==> src/core/g703_pkg.sv <==
// shared constants, modes and carrier types for the 64 kbps co-directional channel
package g703_pkg;
   // line and octet rates, and the system clock they are counted against
   localparam int SYS_CLK_HZ = 40_000_000;
   localparam int LINE_RATE_KBPS = 64;
   localparam int OCTET_RATE_KHZ = 8;
   localparam int UNITS_PER_BIT = 4;
   localparam int CYC_PER_BIT_I = SYS_CLK_HZ / (LINE_RATE_KBPS * 1000);
   localparam int CYC_PER_UNIT_I = CYC_PER_BIT_I / UNITS_PER_BIT;
   localparam int BITS_PER_OCTET_I = LINE_RATE_KBPS / OCTET_RATE_KHZ;
   // cycle counters, wide enough for the loss timeout
   localparam int CNT_W = 11;
   typedef logic [CNT_W-1:0] cnt_t;
   localparam cnt_t CYC_BIT = cnt_t'(CYC_PER_BIT_I - 1);
   localparam cnt_t UNIT1 = cnt_t'(CYC_PER_UNIT_I);
   localparam cnt_t UNIT2 = cnt_t'(2 * CYC_PER_UNIT_I);
   localparam cnt_t UNIT3 = cnt_t'(3 * CYC_PER_UNIT_I);
   localparam cnt_t SAMPLE_AT = cnt_t'((3 * CYC_PER_UNIT_I) / 2);
   localparam cnt_t BLANK_END = cnt_t'(3 * CYC_PER_UNIT_I);
   localparam cnt_t LOSS_LIMIT = cnt_t'(2 * CYC_PER_BIT_I);
   // bit position inside an octet; the last one carries the violation
   typedef logic [2:0] bit_idx_t;
   localparam bit_idx_t OCTET_LAST = bit_idx_t'(BITS_PER_OCTET_I - 1);
   // cycles after reset release before the switch levels are taken
   localparam logic [1:0] CAPTURE_WAIT = 2'h2;
   // bit 0 is switch a, bit 1 is switch b
   typedef enum logic [1:0] {
      MODE_LOOP = 2'b00,
      MODE_INTERNAL = 2'b01,
      MODE_MIN_REMOTE = 2'b10,
      MODE_DUAL = 2'b11
   } timing_mode_e;
   typedef struct packed {logic pos; logic neg;} line_pair_s;
   typedef struct packed {logic bit_val; logic strobe;} bit_strobe_s;
   typedef struct packed {logic octet_en; timing_mode_e mode;} chan_cfg_s;
   localparam chan_cfg_s CFG_DEFAULT = '{octet_en: 1'b1, mode: MODE_LOOP};
   // register map, byte addresses
   typedef logic [7:0] wb_adr_t;
   localparam wb_adr_t REG_CTRL = 8'h00;
   localparam wb_adr_t REG_STATUS = 8'h04;
   localparam wb_adr_t REG_RATE = 8'h08;
   localparam logic [1:0] CTRL_RESET = 2'h3;
   // per channel status byte layout
   localparam int ST_STRIDE = 8;
   localparam int ST_LOCK = 0;
   localparam int ST_VIOL = 1;
   localparam int ST_LOSS = 2;
   localparam int ST_OCTET = 3;
   localparam int ST_MODE = 4;
endpackage

==> src/core/g703_codir_timing_loopback.sv <==
// two-channel co-directional line interface with timing and loopback modes
`timescale 1ns/10ps
// How it works
// - fixed 64 kbps; rate register has no effect
// - each channel keeps its own configuration
// - octet switch off disables, on gives 8 kHz
// - octet mark is violation at eighth bit
// - switches a,b decode into four timing modes
// - internal timing uses local bit divider
// - loop timing follows recovered line bit clock
// - default is loop timing, octet timing on
// - min remote loopback returns raw line data
// - loopback latch steadies data, holds last good pair on a both-marks sample
// - manchester data encoded, then discarded in min remote loopback
// - receiver keeps feeding manchester side in min remote loopback
// - dual loopback returns manchester data to manchester
// - dual loopback re-encodes line data to line
module g703_codir_timing_loopback import g703_pkg::*; (
   input wire logic sys_clk_in,
   input wire logic resetn_in,
   // classic wishbone slave
   input wire logic wb_cyc_in,
   input wire logic wb_stb_in,
   input wire logic wb_we_in,
   input wire logic [7:0] wb_adr_in,
   input wire logic [3:0] wb_sel_in,
   input wire logic [31:0] wb_dat_in,
   output logic [31:0] wb_dat_out,
   output logic wb_ack_out,
   // static strap switches, one bit per channel
   input wire logic [1:0] octet_timing_switch_in,
   input wire logic [1:0] timing_mode_switch_a_in,
   input wire logic [1:0] timing_mode_switch_b_in,
   // line pins
   input wire logic [1:0] line_rx_pos_in,
   input wire logic [1:0] line_rx_neg_in,
   output logic [1:0] line_tx_pos_out,
   output logic [1:0] line_tx_neg_out,
   // internal differential manchester side, bit plus strobe
   input wire logic [1:0] dm_rx_bit_in,
   input wire logic [1:0] dm_rx_strobe_in,
   output logic [1:0] dm_tx_bit_out,
   output logic [1:0] dm_tx_strobe_out,
   output logic [1:0] line_bit_req_out
);
   // whole state of the top in one record
   typedef struct packed {
      line_pair_s [1:0] rx_meta; // first sync stage of line pins
      line_pair_s [1:0] rx_sync; // second sync stage
      line_pair_s [1:0] loop_latch; // steadied copy for remote loopback
      logic [5:0] sw_meta; // first sync stage of switches
      logic [5:0] sw_sync; // second sync stage
      chan_cfg_s [1:0] cfg; // captured switch setting
      logic cfg_done; // capture has happened
      logic [1:0] start_cnt; // wait after release
      logic [1:0] chan_en; // software channel enables
      logic [7:0] rate; // stored, never used for timing
      logic [1:0] viol_seen; // sticky: octet violation received
      logic [1:0] loss_seen; // sticky: receive lock lost
      logic [1:0] lock_prev; // lock one cycle back
      cnt_t [1:0] div; // local bit clock dividers
      logic [1:0] dm_hold; // last bit from manchester side
      line_pair_s [1:0] tx; // line transmit outputs
      bit_strobe_s [1:0] dm_tx; // manchester transmit outputs
      logic [1:0] req; // request for next bit
      logic ack; // wishbone acknowledge
      logic [31:0] rdata; // wishbone read data
   } top_state_s;
   top_state_s s_reg;
   top_state_s s_next;
   // per channel wires between the state and the line codecs
   bit_strobe_s [1:0] dec_rx;
   logic [1:0] dec_viol;
   logic [1:0] dec_lock;
   line_pair_s [1:0] enc_line;
   logic [1:0] enc_tick;
   logic [1:0] enc_data;
   logic [1:0] div_tick;
   // bus helpers
   logic bus_go; // new access in this cycle
   logic bus_wr; // new write in this cycle
   logic [31:0] status_word;
   logic [31:0] rd_word;
   // one codec pair and its steering per channel
   genvar gc;
   generate
      for (gc = 0; gc < 2; gc++) begin : g_chan
         // the local divider runs always but is used only for internal timing
         assign div_tick[gc] = (s_reg.div[gc] == CYC_BIT);
         // block timing: local divider or recovered line clock
         assign enc_tick[gc] = s_reg.chan_en[gc] &&
            ((s_reg.cfg[gc].mode == MODE_INTERNAL) ? div_tick[gc] : dec_rx[gc].strobe);
         // dual loopback feeds the transmitter from the line receiver
         assign enc_data[gc] = (s_reg.cfg[gc].mode == MODE_DUAL) ?
            dec_rx[gc].bit_val : s_reg.dm_hold[gc];
         g703_line_decoder u_dec (
            .sys_clk_in(sys_clk_in),
            .resetn_in(resetn_in),
            .line_in(s_reg.rx_sync[gc]),
            .rx_out(dec_rx[gc]),
            .viol_out(dec_viol[gc]),
            .lock_out(dec_lock[gc])
         );
         g703_line_encoder u_enc (
            .sys_clk_in(sys_clk_in),
            .resetn_in(resetn_in),
            .tick_in(enc_tick[gc]),
            .data_in(enc_data[gc]),
            .octet_en_in(s_reg.cfg[gc].octet_en),
            .line_out(enc_line[gc])
         );
         // outputs straight from the state register
         assign line_tx_pos_out[gc] = s_reg.tx[gc].pos;
         assign line_tx_neg_out[gc] = s_reg.tx[gc].neg;
         assign dm_tx_bit_out[gc] = s_reg.dm_tx[gc].bit_val;
         assign dm_tx_strobe_out[gc] = s_reg.dm_tx[gc].strobe;
         assign line_bit_req_out[gc] = s_reg.req[gc];
      end
   endgenerate
   assign wb_dat_out = s_reg.rdata;
   assign wb_ack_out = s_reg.ack;
   // next state of everything held at the top
   always_comb begin
      s_next = s_reg;
      status_word = '0;
      rd_word = '0;
      bus_go = wb_cyc_in && wb_stb_in && !s_reg.ack;
      bus_wr = bus_go && wb_we_in;
      // switch levels cross in through two stages
      s_next.sw_meta = {timing_mode_switch_b_in, timing_mode_switch_a_in, octet_timing_switch_in};
      s_next.sw_sync = s_reg.sw_meta;
      // take the switches once, after the synchroniser has filled
      if (!s_reg.cfg_done) begin
         if (s_reg.start_cnt == CAPTURE_WAIT) begin
            s_next.cfg_done = 1'b1;
            for (int c = 0; c < 2; c++) begin
               s_next.cfg[c].octet_en = s_reg.sw_sync[c];
               s_next.cfg[c].mode = timing_mode_e'({s_reg.sw_sync[4 + c], s_reg.sw_sync[2 + c]});
            end
         end else begin
            s_next.start_cnt = s_reg.start_cnt + 2'h1;
         end
      end
      // software writes; rate is kept only so it reads back
      if (bus_wr) begin
         if (wb_adr_in == REG_CTRL) begin
            if (wb_sel_in[0]) begin
               s_next.chan_en = wb_dat_in[1:0];
            end
         end else if (wb_adr_in == REG_RATE) begin
            if (wb_sel_in[0]) begin
               s_next.rate = wb_dat_in[7:0];
            end
         end
      end
      // per channel datapath and status
      for (int c = 0; c < 2; c++) begin
         // line pins pass two flops before the decoder sees them
         s_next.rx_meta[c].pos = line_rx_pos_in[c];
         s_next.rx_meta[c].neg = line_rx_neg_in[c];
         s_next.rx_sync[c] = s_reg.rx_meta[c];
         // a both-marks sample is illegal; hold the last good pair instead
         if (!(s_reg.rx_sync[c].pos && s_reg.rx_sync[c].neg)) begin
            s_next.loop_latch[c] = s_reg.rx_sync[c];
         end
         // free running local bit clock
         if (div_tick[c]) begin
            s_next.div[c] = '0;
         end else begin
            s_next.div[c] = s_reg.div[c] + cnt_t'(1);
         end
         // hold the latest bit handed over by the manchester side
         if (dm_rx_strobe_in[c]) begin
            s_next.dm_hold[c] = dm_rx_bit_in[c];
         end
         // line transmitter source
         if (!s_reg.chan_en[c]) begin
            s_next.tx[c] = '0;
         end else if (s_reg.cfg[c].mode == MODE_MIN_REMOTE) begin
            s_next.tx[c] = s_reg.loop_latch[c];
         end else begin
            s_next.tx[c] = enc_line[c];
         end
         // manchester transmitter source
         if (!s_reg.chan_en[c]) begin
            s_next.dm_tx[c] = '0;
         end else if (s_reg.cfg[c].mode == MODE_DUAL) begin
            s_next.dm_tx[c].bit_val = dm_rx_bit_in[c];
            s_next.dm_tx[c].strobe = dm_rx_strobe_in[c];
         end else begin
            s_next.dm_tx[c] = dec_rx[c];
         end
         // ask for a bit only when the manchester side feeds the encoder
         s_next.req[c] = enc_tick[c] && (s_reg.cfg[c].mode != MODE_DUAL);
         // sticky flags: clear first so a same-cycle event wins
         s_next.lock_prev[c] = dec_lock[c];
         if (bus_wr && (wb_adr_in == REG_STATUS) && wb_sel_in[c]) begin
            if (wb_dat_in[c * ST_STRIDE + ST_VIOL]) begin
               s_next.viol_seen[c] = 1'b0;
            end
            if (wb_dat_in[c * ST_STRIDE + ST_LOSS]) begin
               s_next.loss_seen[c] = 1'b0;
            end
         end
         if (dec_rx[c].strobe && dec_viol[c] && dec_lock[c]) begin
            s_next.viol_seen[c] = 1'b1;
         end
         if (s_reg.lock_prev[c] && !dec_lock[c]) begin
            s_next.loss_seen[c] = 1'b1;
         end
         // status byte of this channel
         status_word[c * ST_STRIDE + ST_LOCK] = dec_lock[c];
         status_word[c * ST_STRIDE + ST_VIOL] = s_reg.viol_seen[c];
         status_word[c * ST_STRIDE + ST_LOSS] = s_reg.loss_seen[c];
         status_word[c * ST_STRIDE + ST_OCTET] = s_reg.cfg[c].octet_en;
         status_word[c * ST_STRIDE + ST_MODE +: 2] = s_reg.cfg[c].mode;
      end
      // read mux; unmapped addresses read zero and still acknowledge
      if (wb_adr_in == REG_CTRL) begin
         rd_word[1:0] = s_reg.chan_en;
      end else if (wb_adr_in == REG_STATUS) begin
         rd_word = status_word;
      end else if (wb_adr_in == REG_RATE) begin
         rd_word[7:0] = s_reg.rate;
      end
      // single cycle answer, ack dropped the cycle after
      s_next.ack = bus_go;
      if (bus_go && !wb_we_in) begin
         s_next.rdata = rd_word;
      end
   end
   // state register; the configuration starts at the factory default
   always_ff @(posedge sys_clk_in or negedge resetn_in) begin
      if (!resetn_in) begin
         s_reg <= '0;
         s_reg.cfg <= {CFG_DEFAULT, CFG_DEFAULT};
         s_reg.chan_en <= CTRL_RESET;
      end else begin
         s_reg <= s_next;
      end
   end
endmodule

==> src/core/g703_line_decoder.sv <==
// line receiver: finds block starts, samples the bit, flags polarity violations
`timescale 1ns/10ps
module g703_line_decoder import g703_pkg::*; (
   input wire logic sys_clk_in,
   input wire logic resetn_in,
   input line_pair_s line_in,
   output bit_strobe_s rx_out,
   output logic viol_out,
   output logic lock_out
);
   typedef struct packed {
      logic prev_mark;
      logic busy;
      cnt_t cnt;
      cnt_t idle;
      logic pol;
      logic prev_pol;
      bit_strobe_s rx;
      logic viol;
      logic lock;
   } dec_state_s;
   dec_state_s s_reg;
   dec_state_s s_next;
   logic mark;
   // blanking over three units hides the second mark of a zero block
   always_comb begin
      s_next = s_reg;
      mark = line_in.pos | line_in.neg;
      s_next.rx.strobe = 1'b0;
      s_next.viol = 1'b0;
      s_next.prev_mark = mark;
      // no block for two bit times drops lock
      if (s_reg.idle != LOSS_LIMIT) begin
         s_next.idle = s_reg.idle + cnt_t'(1);
      end else begin
         s_next.lock = 1'b0;
      end
      if (!s_reg.busy) begin
         if (mark && !s_reg.prev_mark) begin
            s_next.busy = 1'b1;
            s_next.cnt = '0;
            s_next.pol = line_in.pos;
            s_next.idle = '0;
         end
      end else begin
         s_next.cnt = s_reg.cnt + cnt_t'(1);
         if (s_reg.cnt == SAMPLE_AT) begin
            s_next.rx.bit_val = mark;
            s_next.rx.strobe = 1'b1;
            // the block that sets lock has nothing to compare against
            s_next.viol = s_reg.lock && (s_reg.pol == s_reg.prev_pol);
            s_next.prev_pol = s_reg.pol;
            s_next.lock = 1'b1;
         end
         if (s_reg.cnt == BLANK_END) begin
            s_next.busy = 1'b0;
         end
      end
   end
   // state register
   always_ff @(posedge sys_clk_in or negedge resetn_in) begin
      if (!resetn_in) begin
         s_reg <= '0;
      end else begin
         s_reg <= s_next;
      end
   end
   assign rx_out = s_reg.rx;
   assign viol_out = s_reg.viol;
   assign lock_out = s_reg.lock;
endmodule

==> src/core/g703_line_encoder.sv <==
// line transmitter: one four-unit block per bit, alternating polarity, octet violation
`timescale 1ns/10ps
module g703_line_encoder import g703_pkg::*; (
   input wire logic sys_clk_in,
   input wire logic resetn_in,
   input wire logic tick_in,
   input wire logic data_in,
   input wire logic octet_en_in,
   output line_pair_s line_out
);
   typedef struct packed {
      logic run;
      cnt_t cnt;
      logic bit_val;
      logic pol;
      bit_idx_t idx;
      line_pair_s line;
   } enc_state_s;
   enc_state_s s_reg;
   enc_state_s s_next;
   logic mark;
   logic viol;
   // a tick starts a new block; without ticks the line falls quiet after one bit
   always_comb begin
      s_next = s_reg;
      mark = 1'b0;
      viol = 1'b0;
      if (tick_in) begin
         s_next.bit_val = data_in;
         s_next.cnt = '0;
         s_next.run = 1'b1;
         viol = octet_en_in && (s_reg.idx == OCTET_LAST);
         s_next.pol = viol ? s_reg.pol : ~s_reg.pol;
         s_next.idx = s_reg.idx + bit_idx_t'(1);
      end else if (s_reg.run) begin
         if (s_reg.cnt == CYC_BIT) begin
            s_next.run = 1'b0;
         end else begin
            s_next.cnt = s_reg.cnt + cnt_t'(1);
         end
      end
      // one is marks in units 0 and 1, zero is marks in units 0 and 2
      if (s_next.run) begin
         if (s_next.cnt < UNIT1) begin
            mark = 1'b1;
         end else if (s_next.bit_val) begin
            mark = (s_next.cnt < UNIT2);
         end else begin
            mark = (s_next.cnt >= UNIT2) && (s_next.cnt < UNIT3);
         end
      end
      s_next.line.pos = mark & s_next.pol;
      s_next.line.neg = mark & ~s_next.pol;
   end
   // state register
   always_ff @(posedge sys_clk_in or negedge resetn_in) begin
      if (!resetn_in) begin
         s_reg <= '0;
      end else begin
         s_reg <= s_next;
      end
   end
   assign line_out = s_reg.line;
endmodule

==> config.mk <==
export PLATFORM = sky130hd
export DESIGN_NAME = g703_codir_timing_loopback
export DESIGN_NICKNAME = d
export VERILOG_FILES = /design/src/core/g703_pkg.sv /design/src/core/g703_codir_timing_loopback.sv /design/src/core/g703_line_decoder.sv /design/src/core/g703_line_encoder.sv
export SDC_FILE = /design/constraint.sdc
export NUM_CORES = 1
export LEC_CHECK = 0
export ABC_AREA = 1
export BUFFER_PORTS_ARGS = -buffer_cell sky130_fd_sc_hd__buf_2
export CORE_AREA = 2 2 181 183
export CTS_CLUSTER_SIZE = 10
export DETAILED_ROUTE_END_ITERATION = 6
export DIE_AREA = 0 0 183 185
export GPL_TIMING_DRIVEN = 0
export HOLD_SLACK_MARGIN = 0.08
export PLACE_DENSITY = 0.49
export SETUP_SLACK_MARGIN = 0.05
export SYNTH_ARGS = -nofsm -noshare
export SYNTH_HDL_FRONTEND = slang
export SYNTH_SLANG_ARGS = --single-unit
==> constraint.sdc <==
create_clock -name sys_clk_in -period 2.15 [get_ports sys_clk_in]
set_clock_uncertainty 0.05 [all_clocks]
set_input_delay 0.645 -clock sys_clk_in [delete_from_list [all_inputs] [get_ports sys_clk_in]]
set_output_delay 0.645 -clock sys_clk_in [all_outputs]
set_load 0.02 [all_outputs]
======== After elaboration in Yosys (flattened, before gate mapping) ========
Cells that the tools add are included.
cells by class
  equal/unequal tests ..................... 25
  add/subtract/negate cells ............... 11
  mux-type cells .......................... 68
  reduce and logical (&&, ||, !) cells .... 56
  bitwise gates (word level) .............. 15
  order comparisons ....................... 8
operator list
  operator                                                            number
  2-to-1 mux 12 bit                                                   8
  adder 11 x 1 -> 11 bit, second input constant                       8
  2-to-1 mux 11 bit                                                   6
  2-to-1 mux 24 bit                                                   2
  == test 11 x 10 -> 1 bit, second input constant                     4
  < comparator 11 x 9 -> 1 bit, second input constant                 4
  2-to-1 mux 1 bit                                                    31
  2-to-1 mux 30 bit                                                   1
  logical AND 1 bit                                                   27
  == test 11 x 8 -> 1 bit, second input constant                      2
  == test 11 x 9 -> 1 bit, second input constant                      2
  greater-or-equal comparator 11 x 9 -> 1 bit, second input constant  2
  < comparator 11 x 8 -> 1 bit, second input constant                 2
  inequality test 11 bit, second input constant                       2
  2-to-1 mux 2 bit                                                    10
  AND reduction 2 bit                                                 10
  nonzero test 2 bit                                                  10
  2-to-1 mux 8 bit                                                    2
  2-to-1 mux 3 bit                                                    5
  == test 2 bit, second input constant                                5
  2-to-1 mux 5 bit                                                    2
  NOT 1 bit                                                           9
  == test 8 x 3 -> 1 bit, second input constant                       1
  == test 8 x 4 -> 1 bit, second input constant                       1
  other kinds (13)                                                    27
storage, ports and cells
  output and inout bits ................... 43
  register bits after elaboration ......... 214
  word-level logic and storage cells ...... 259
  input port bits ......................... 63

======== Depth between registers and ports, before layout ========
  depth after elaboration ................. 10
  depth in mapped cells ................... 17
  mapped depth without buffers ............ 16

======== Modules after synthesis ========
Synthesis repeated with hierarchy kept, for this count alone.
unflattened totals
  cells, all modules ...................... 1241
  area total of the unflattened synthesis .. 10067.2 µm²
modules (own cells, without submodules)
  module                               sequential area each (µm²)  area each (µm²)  times used  cells an instance
  g703_codir_timing_loopback           2457.4                      4465.5           1           501
  g703_line_encoder                    475.5                       1166.1           2           162
  g703_line_decoder (g_chan[0].u_dec)  750.7                       1635.3           1           209
  g703_line_decoder (g_chan[1].u_dec)  750.7                       1634.1           1           207

======== Worst setup path before layout ========
Ideal clock, no wire load.
  kind .................................... input -> register
  start point ............................. input wb_adr_in[1]
  end point ............................... register s_reg[73] (netlist name)
  setup slack ............................. 0.235 ns
  cell stages on the path ................. 6
  path buffers ............................ 1
  data arrival time ....................... 1.732 ns
  library setup time ...................... 0.133 ns
  required time ........................... 1.967 ns
  cell sequence ........................... or2_2 nor3_4 nand2_1 clkbuf_1 nand2_1 o21ai_0
on the way
  cells in the longest elaborated chain, start to end .. 3
  elaborated cells on any way between the ends .. 4
  classes of those cells .................. eq/ne: 1; bitwise: 1; reduce/logical: 2
RTL lines
  element                                 RTL line                           RTL
  start, declared                         g703_codir_timing_loopback.sv:25   input wire logic [7:0] wb_adr_in,
  logical NOT 8 bit                       g703_codir_timing_loopback.sv:146  if (wb_adr_in == REG_CTRL) begin
  NOT 1 bit (no source line)              -
  AND reduction 4 bit (no source line) *  -
  end signal, assigned                    g703_codir_timing_loopback.sv:239  s_reg <= s_next;
  end, declared                           g703_codir_timing_loopback.sv:69   top_state_s s_reg;
Mark *: on every way between the ends. The rest lies on a longest branch, timed or not.
A chain may end at the register's enable or synchronous reset.

==> impl_metrics.json <==
{
  "status": "complete, no violations",
  "placed_area_um2": 10400,
  "worstSetupStartpoint": "s_reg[57]$_DFF_PN0_",
  "num_vias": 6969,
  "yosys.area.top_type_share_pct": 51.0,
  "grt_usage_pct": 12.4,
  "clock_latency_ns": 0.44,
  "largest_register_ff_count": 63,
  "cts_tree": "yes",
  "ys.warnings.count": 0,
  "port_buffers": 63,
  "drive_gt1_share_pct": 20.1,
  "area_delta_synth_final_pct": 20.0,
  "synth_ff_type": "dfrtp_1",
  "clkTransAtPathRegs_ns": 0.07,
  "fin_hold_ws_ns": 0.141,
  "seqPwrFrac_pct": 47.8,
  "max_cap_viol_count": 0,
  "worst_path_max_delay_cell": "dfrtp_1",
  "drc": 0,
  "intPower_mw": 6.67,
  "cts_sinks": 196,
  "reg2reg_to": "g_chan[1].u_enc.line_out[0]$_DFF_PN0_",
  "grt_pass1_vias": 6829,
  "seq_area_frac_synth_pct": 52.1,
  "period_minus_slack_ns": 1.98,
  "setup_tns_ns": 0,
  "drv_slew": 0,
  "antennaDiodeCount": 0,
  "synth.cell_area_um2": 9430,
  "rr_worst_depth": 17,
  "timing.final.hold_violations": 0,
  "synth-edff-count": 0,
  "ys_top_cells_by_area": "dfrtp_1, nand2_1, inv_1, nor2_1, buf_4",
  "layout.nets": 1307,
  "grt_antenna_before_repair": 1,
  "drt-pass1-iter-count": 5,
  "fin_area_um2": 11300,
  "hold_path_class": "in2async",
  "synth_common_cells": "nand2_1, dfrtp_1, inv_1",
  "path_max_fanout": 8,
  "gr-total-overflow": 0,
  "worstSetupPathType": "reg2reg",
  "p_switching_mw": 2.96,
  "slew_headroom_pct": 50.9,
  "coreArea_um2": 32000,
  "cts_buffers": 17,
  "die_h_um": 185,
  "r2r_start": "s_reg[57]$_DFF_PN0_",
  "drt_iter0_drc": 325,
  "path_cells": "inv_2, ha_4, nand2_2, nor3_2, nand3_2, nand2_2, nand2_2, buf_6, nand2_4, nand3_2, nand2_1, nand2_1, nand2_1, nand2_1, nand2_1, nand2_2, nor2_2",
  "netlist_instances": 1096,
  "cts.root.buffer_cell": "clkbuf_16",
  "fill_cells": 3318,
  "gp_congestion": 0.806,
  "grt_start_max_net_pins": 106,
  "rsz0062_at_grt": "true",
  "netSwitchingFraction_pct": 30.7,
  "path_depth": 17,
  "drt-vias-per-instance": 4.24,
  "worstSetupEndpoint": "g_chan[1].u_enc.line_out[0]$_DFF_PN0_",
  "critPathLaunchType": "flop",
  "cts_max_level": 4,
  "path_common_cell": "nand2_1",
  "die_w_um": 183,
  "yosysMostFrequentCell": "nand2_1",
  "p_clk_share_pct": 32.8,
  "end_kind": "flop",
  "yosys.area.top_type": "dfrtp_1",
  "required_ns": 2.47,
  "path_buf_inv": 2,
  "wl_per_cell_um": 12.1,
  "crit_family": "simple AND/OR/NAND/NOR gates",
  "max_freq_mhz": 504,
  "ys_async_sr_fraction_pct": 100,
  "dp_hpwl_mm": 14.5,
  "slowest_delay_ns": 0.40,
  "synth_seq_cells": 196,
  "rows": 66,
  "wl_mm": 19.9,
  "tightestPinTransition_ns": 0.736,
  "ioPinCount": 106,
  "irDropWorstVdd_mv": 0.402,
  "ant_nets": 0,
  "r2r_slack_ns": 0.17,
  "p_per_area_nw_per_um2": 851,
  "die_area_um2": 33900,
  "arrival_ns": 2.30,
  "min_period_over_period_pct": 92.3,
  "start_util_pct": 29.4,
  "p_leak_nw": 5.71,
  "synth.distinct_cells": 51,
  "setup_viol": 0,
  "synth_area_per_cell_um2": 8.60,
  "ctsHoldBuffers": 0,
  "p_total_mw": 9.63,
  "comb_power_share_pct": 19.4,
  "grt_pass1_wl_mm": 33.3,
  "cts_buffer_depth": 2
}
cell usage in the layout, fill, tap and decap left out, drive strengths merged, types with 2 or more instances in the layout:
master	instances
o21ai	62
inv	174
mux2	3
a41oi	2
nor3	25
xor2	19
buf	134
nand4	10
a21oi	49
clkbuf	28
clkinvlp	3
a21boi	2
or2	8
ha	23
a31oi	3
nand3	63
a211oi	3
conb	18
nand2	219
bufinv	2
nor2	138
o22ai	2
o211ai	3
nor3b	8
nor4	12
o21a	4
nand3b	2
clkinv	4
xnor2	5
and3	2
dfrtp	192
o221ai	2
dfstp	4
layer usage:
layer / share of wire [%] / GRT usage (%) / routed length [µm] / vias up
met5: 0.065 / 0 / 13 / -
met4: 1.1 / 3.65 / 216 / 2
met3: 2.8 / 2.56 / 548 / 16
met2: 45 / 19.7 / 9020 / 87
met1: 51 / 17.0 / 10100 / 3209
li1: - / - / - / 3655
power groups by stage:
| stage | Combinational [mW] | Clock, mW | Sequential, mW |
|---|---|---|---|
| floorplan | 1.35 | 0 | 4.54 |
| global placement | 1.71 | 0 | 4.65 |
| detailed placement | 1.74 | 0 | 4.65 |
| CTS | 1.74 | 3.29 | 4.59 |
| global route | 2.20 | 3.43 | 4.68 |
| finish | 1.87 | 3.16 | 4.60 |
cell families (layout without fill, tap and decap cells):
kind of cell | Yosys count | in the layout | share of synthesized area [%]
and+or+nand+nor | 488 | 488 | 23.3
adders and majority gates | 23 | 23 | 3.05
DFF | 196 | 196 | 52.1
other | 1 | 18 | 0.0398
muxes | 4 | 4 | 0.465
buffers and inverters | 224 | 345 | 10.8
AOI/OAI and AO/OA | 136 | 136 | 7.98
xor gates and xnor gates | 24 | 24 | 2.31
worst register-to-register path, cell delays in order, from the launching register on:
cell	delay (ns)
dfrtp_1	0.40
inv_2	0.09
ha_4	0.13
nand2_2	0.05
nor3_2	0.17
nand3_2	0.13
nand2_2	0.09
nand2_2	0.07
buf_6	0.15
nand2_4	0.06
nand3_2	0.07
nand2_1	0.06
nand2_1	0.04
nand2_1	0.05
nand2_1	0.05
nand2_1	0.07
nand2_2	0.09
nor2_2	0.11
per-stage QoR:
stage | utilization [%] | std cells | worst slack, ns
finish | 35.3 | 1642 | 0.166
global route | 35.3 | 1642 | -0.0300
CTS | 34.2 | 1618 | 0.0521
detailed placement | 32.3 | 1585 | -0.345
global placement | 32.2 | 1584 | -3.09
floorplan | - | 1113 | 0.235
final cells by class:
type | instances | area, µm² | area share, %
Buffer | 52 | 374 | 3.31
Clock buffer | 21 | 450 | 3.98
Clock inverter | 11 | 128 | 1.13
Inverter | 172 | 651 | 5.75
Multi-Input combinational cell | 693 | 3750 | 33.1
Sequential cell | 196 | 4910 | 43.4
Tap cell | 408 | 510 | 4.51
Timing Repair Buffer | 89 | 541 | 4.78
worst min-delay path by stage:
stage                     slack, ns                            endpoint  depth (start not counted)             startpoint
after floorplan                0.28                s_reg[108]$_DFF_PN0_                          0  s_next[108]$_DFF_PN0_
after global placement         0.29                 s_reg[94]$_DFF_PN0_                          0   s_next[94]$_DFF_PN0_
final                          0.14  g_chan[1].u_enc.s_reg[7]$_DFF_PN0_                          1              resetn_in
after global routing           0.20  g_chan[1].u_enc.s_reg[7]$_DFF_PN0_                          1              resetn_in
after CTS                      0.17  g_chan[1].u_enc.s_reg[7]$_DFF_PN0_                          1              resetn_in
after detailed placement       0.28                 s_reg[96]$_DFF_PN0_                          0   s_next[96]$_DFF_PN0_
what timing repair did:
action                     CTS  global route
gates resized for setup      1            55
buffers inserted             1            24
pin swaps                    2            28
setup endpoints to repair    2            37
cloned                       0             0
No activity file was read; power rests on OpenSTA's default activity.
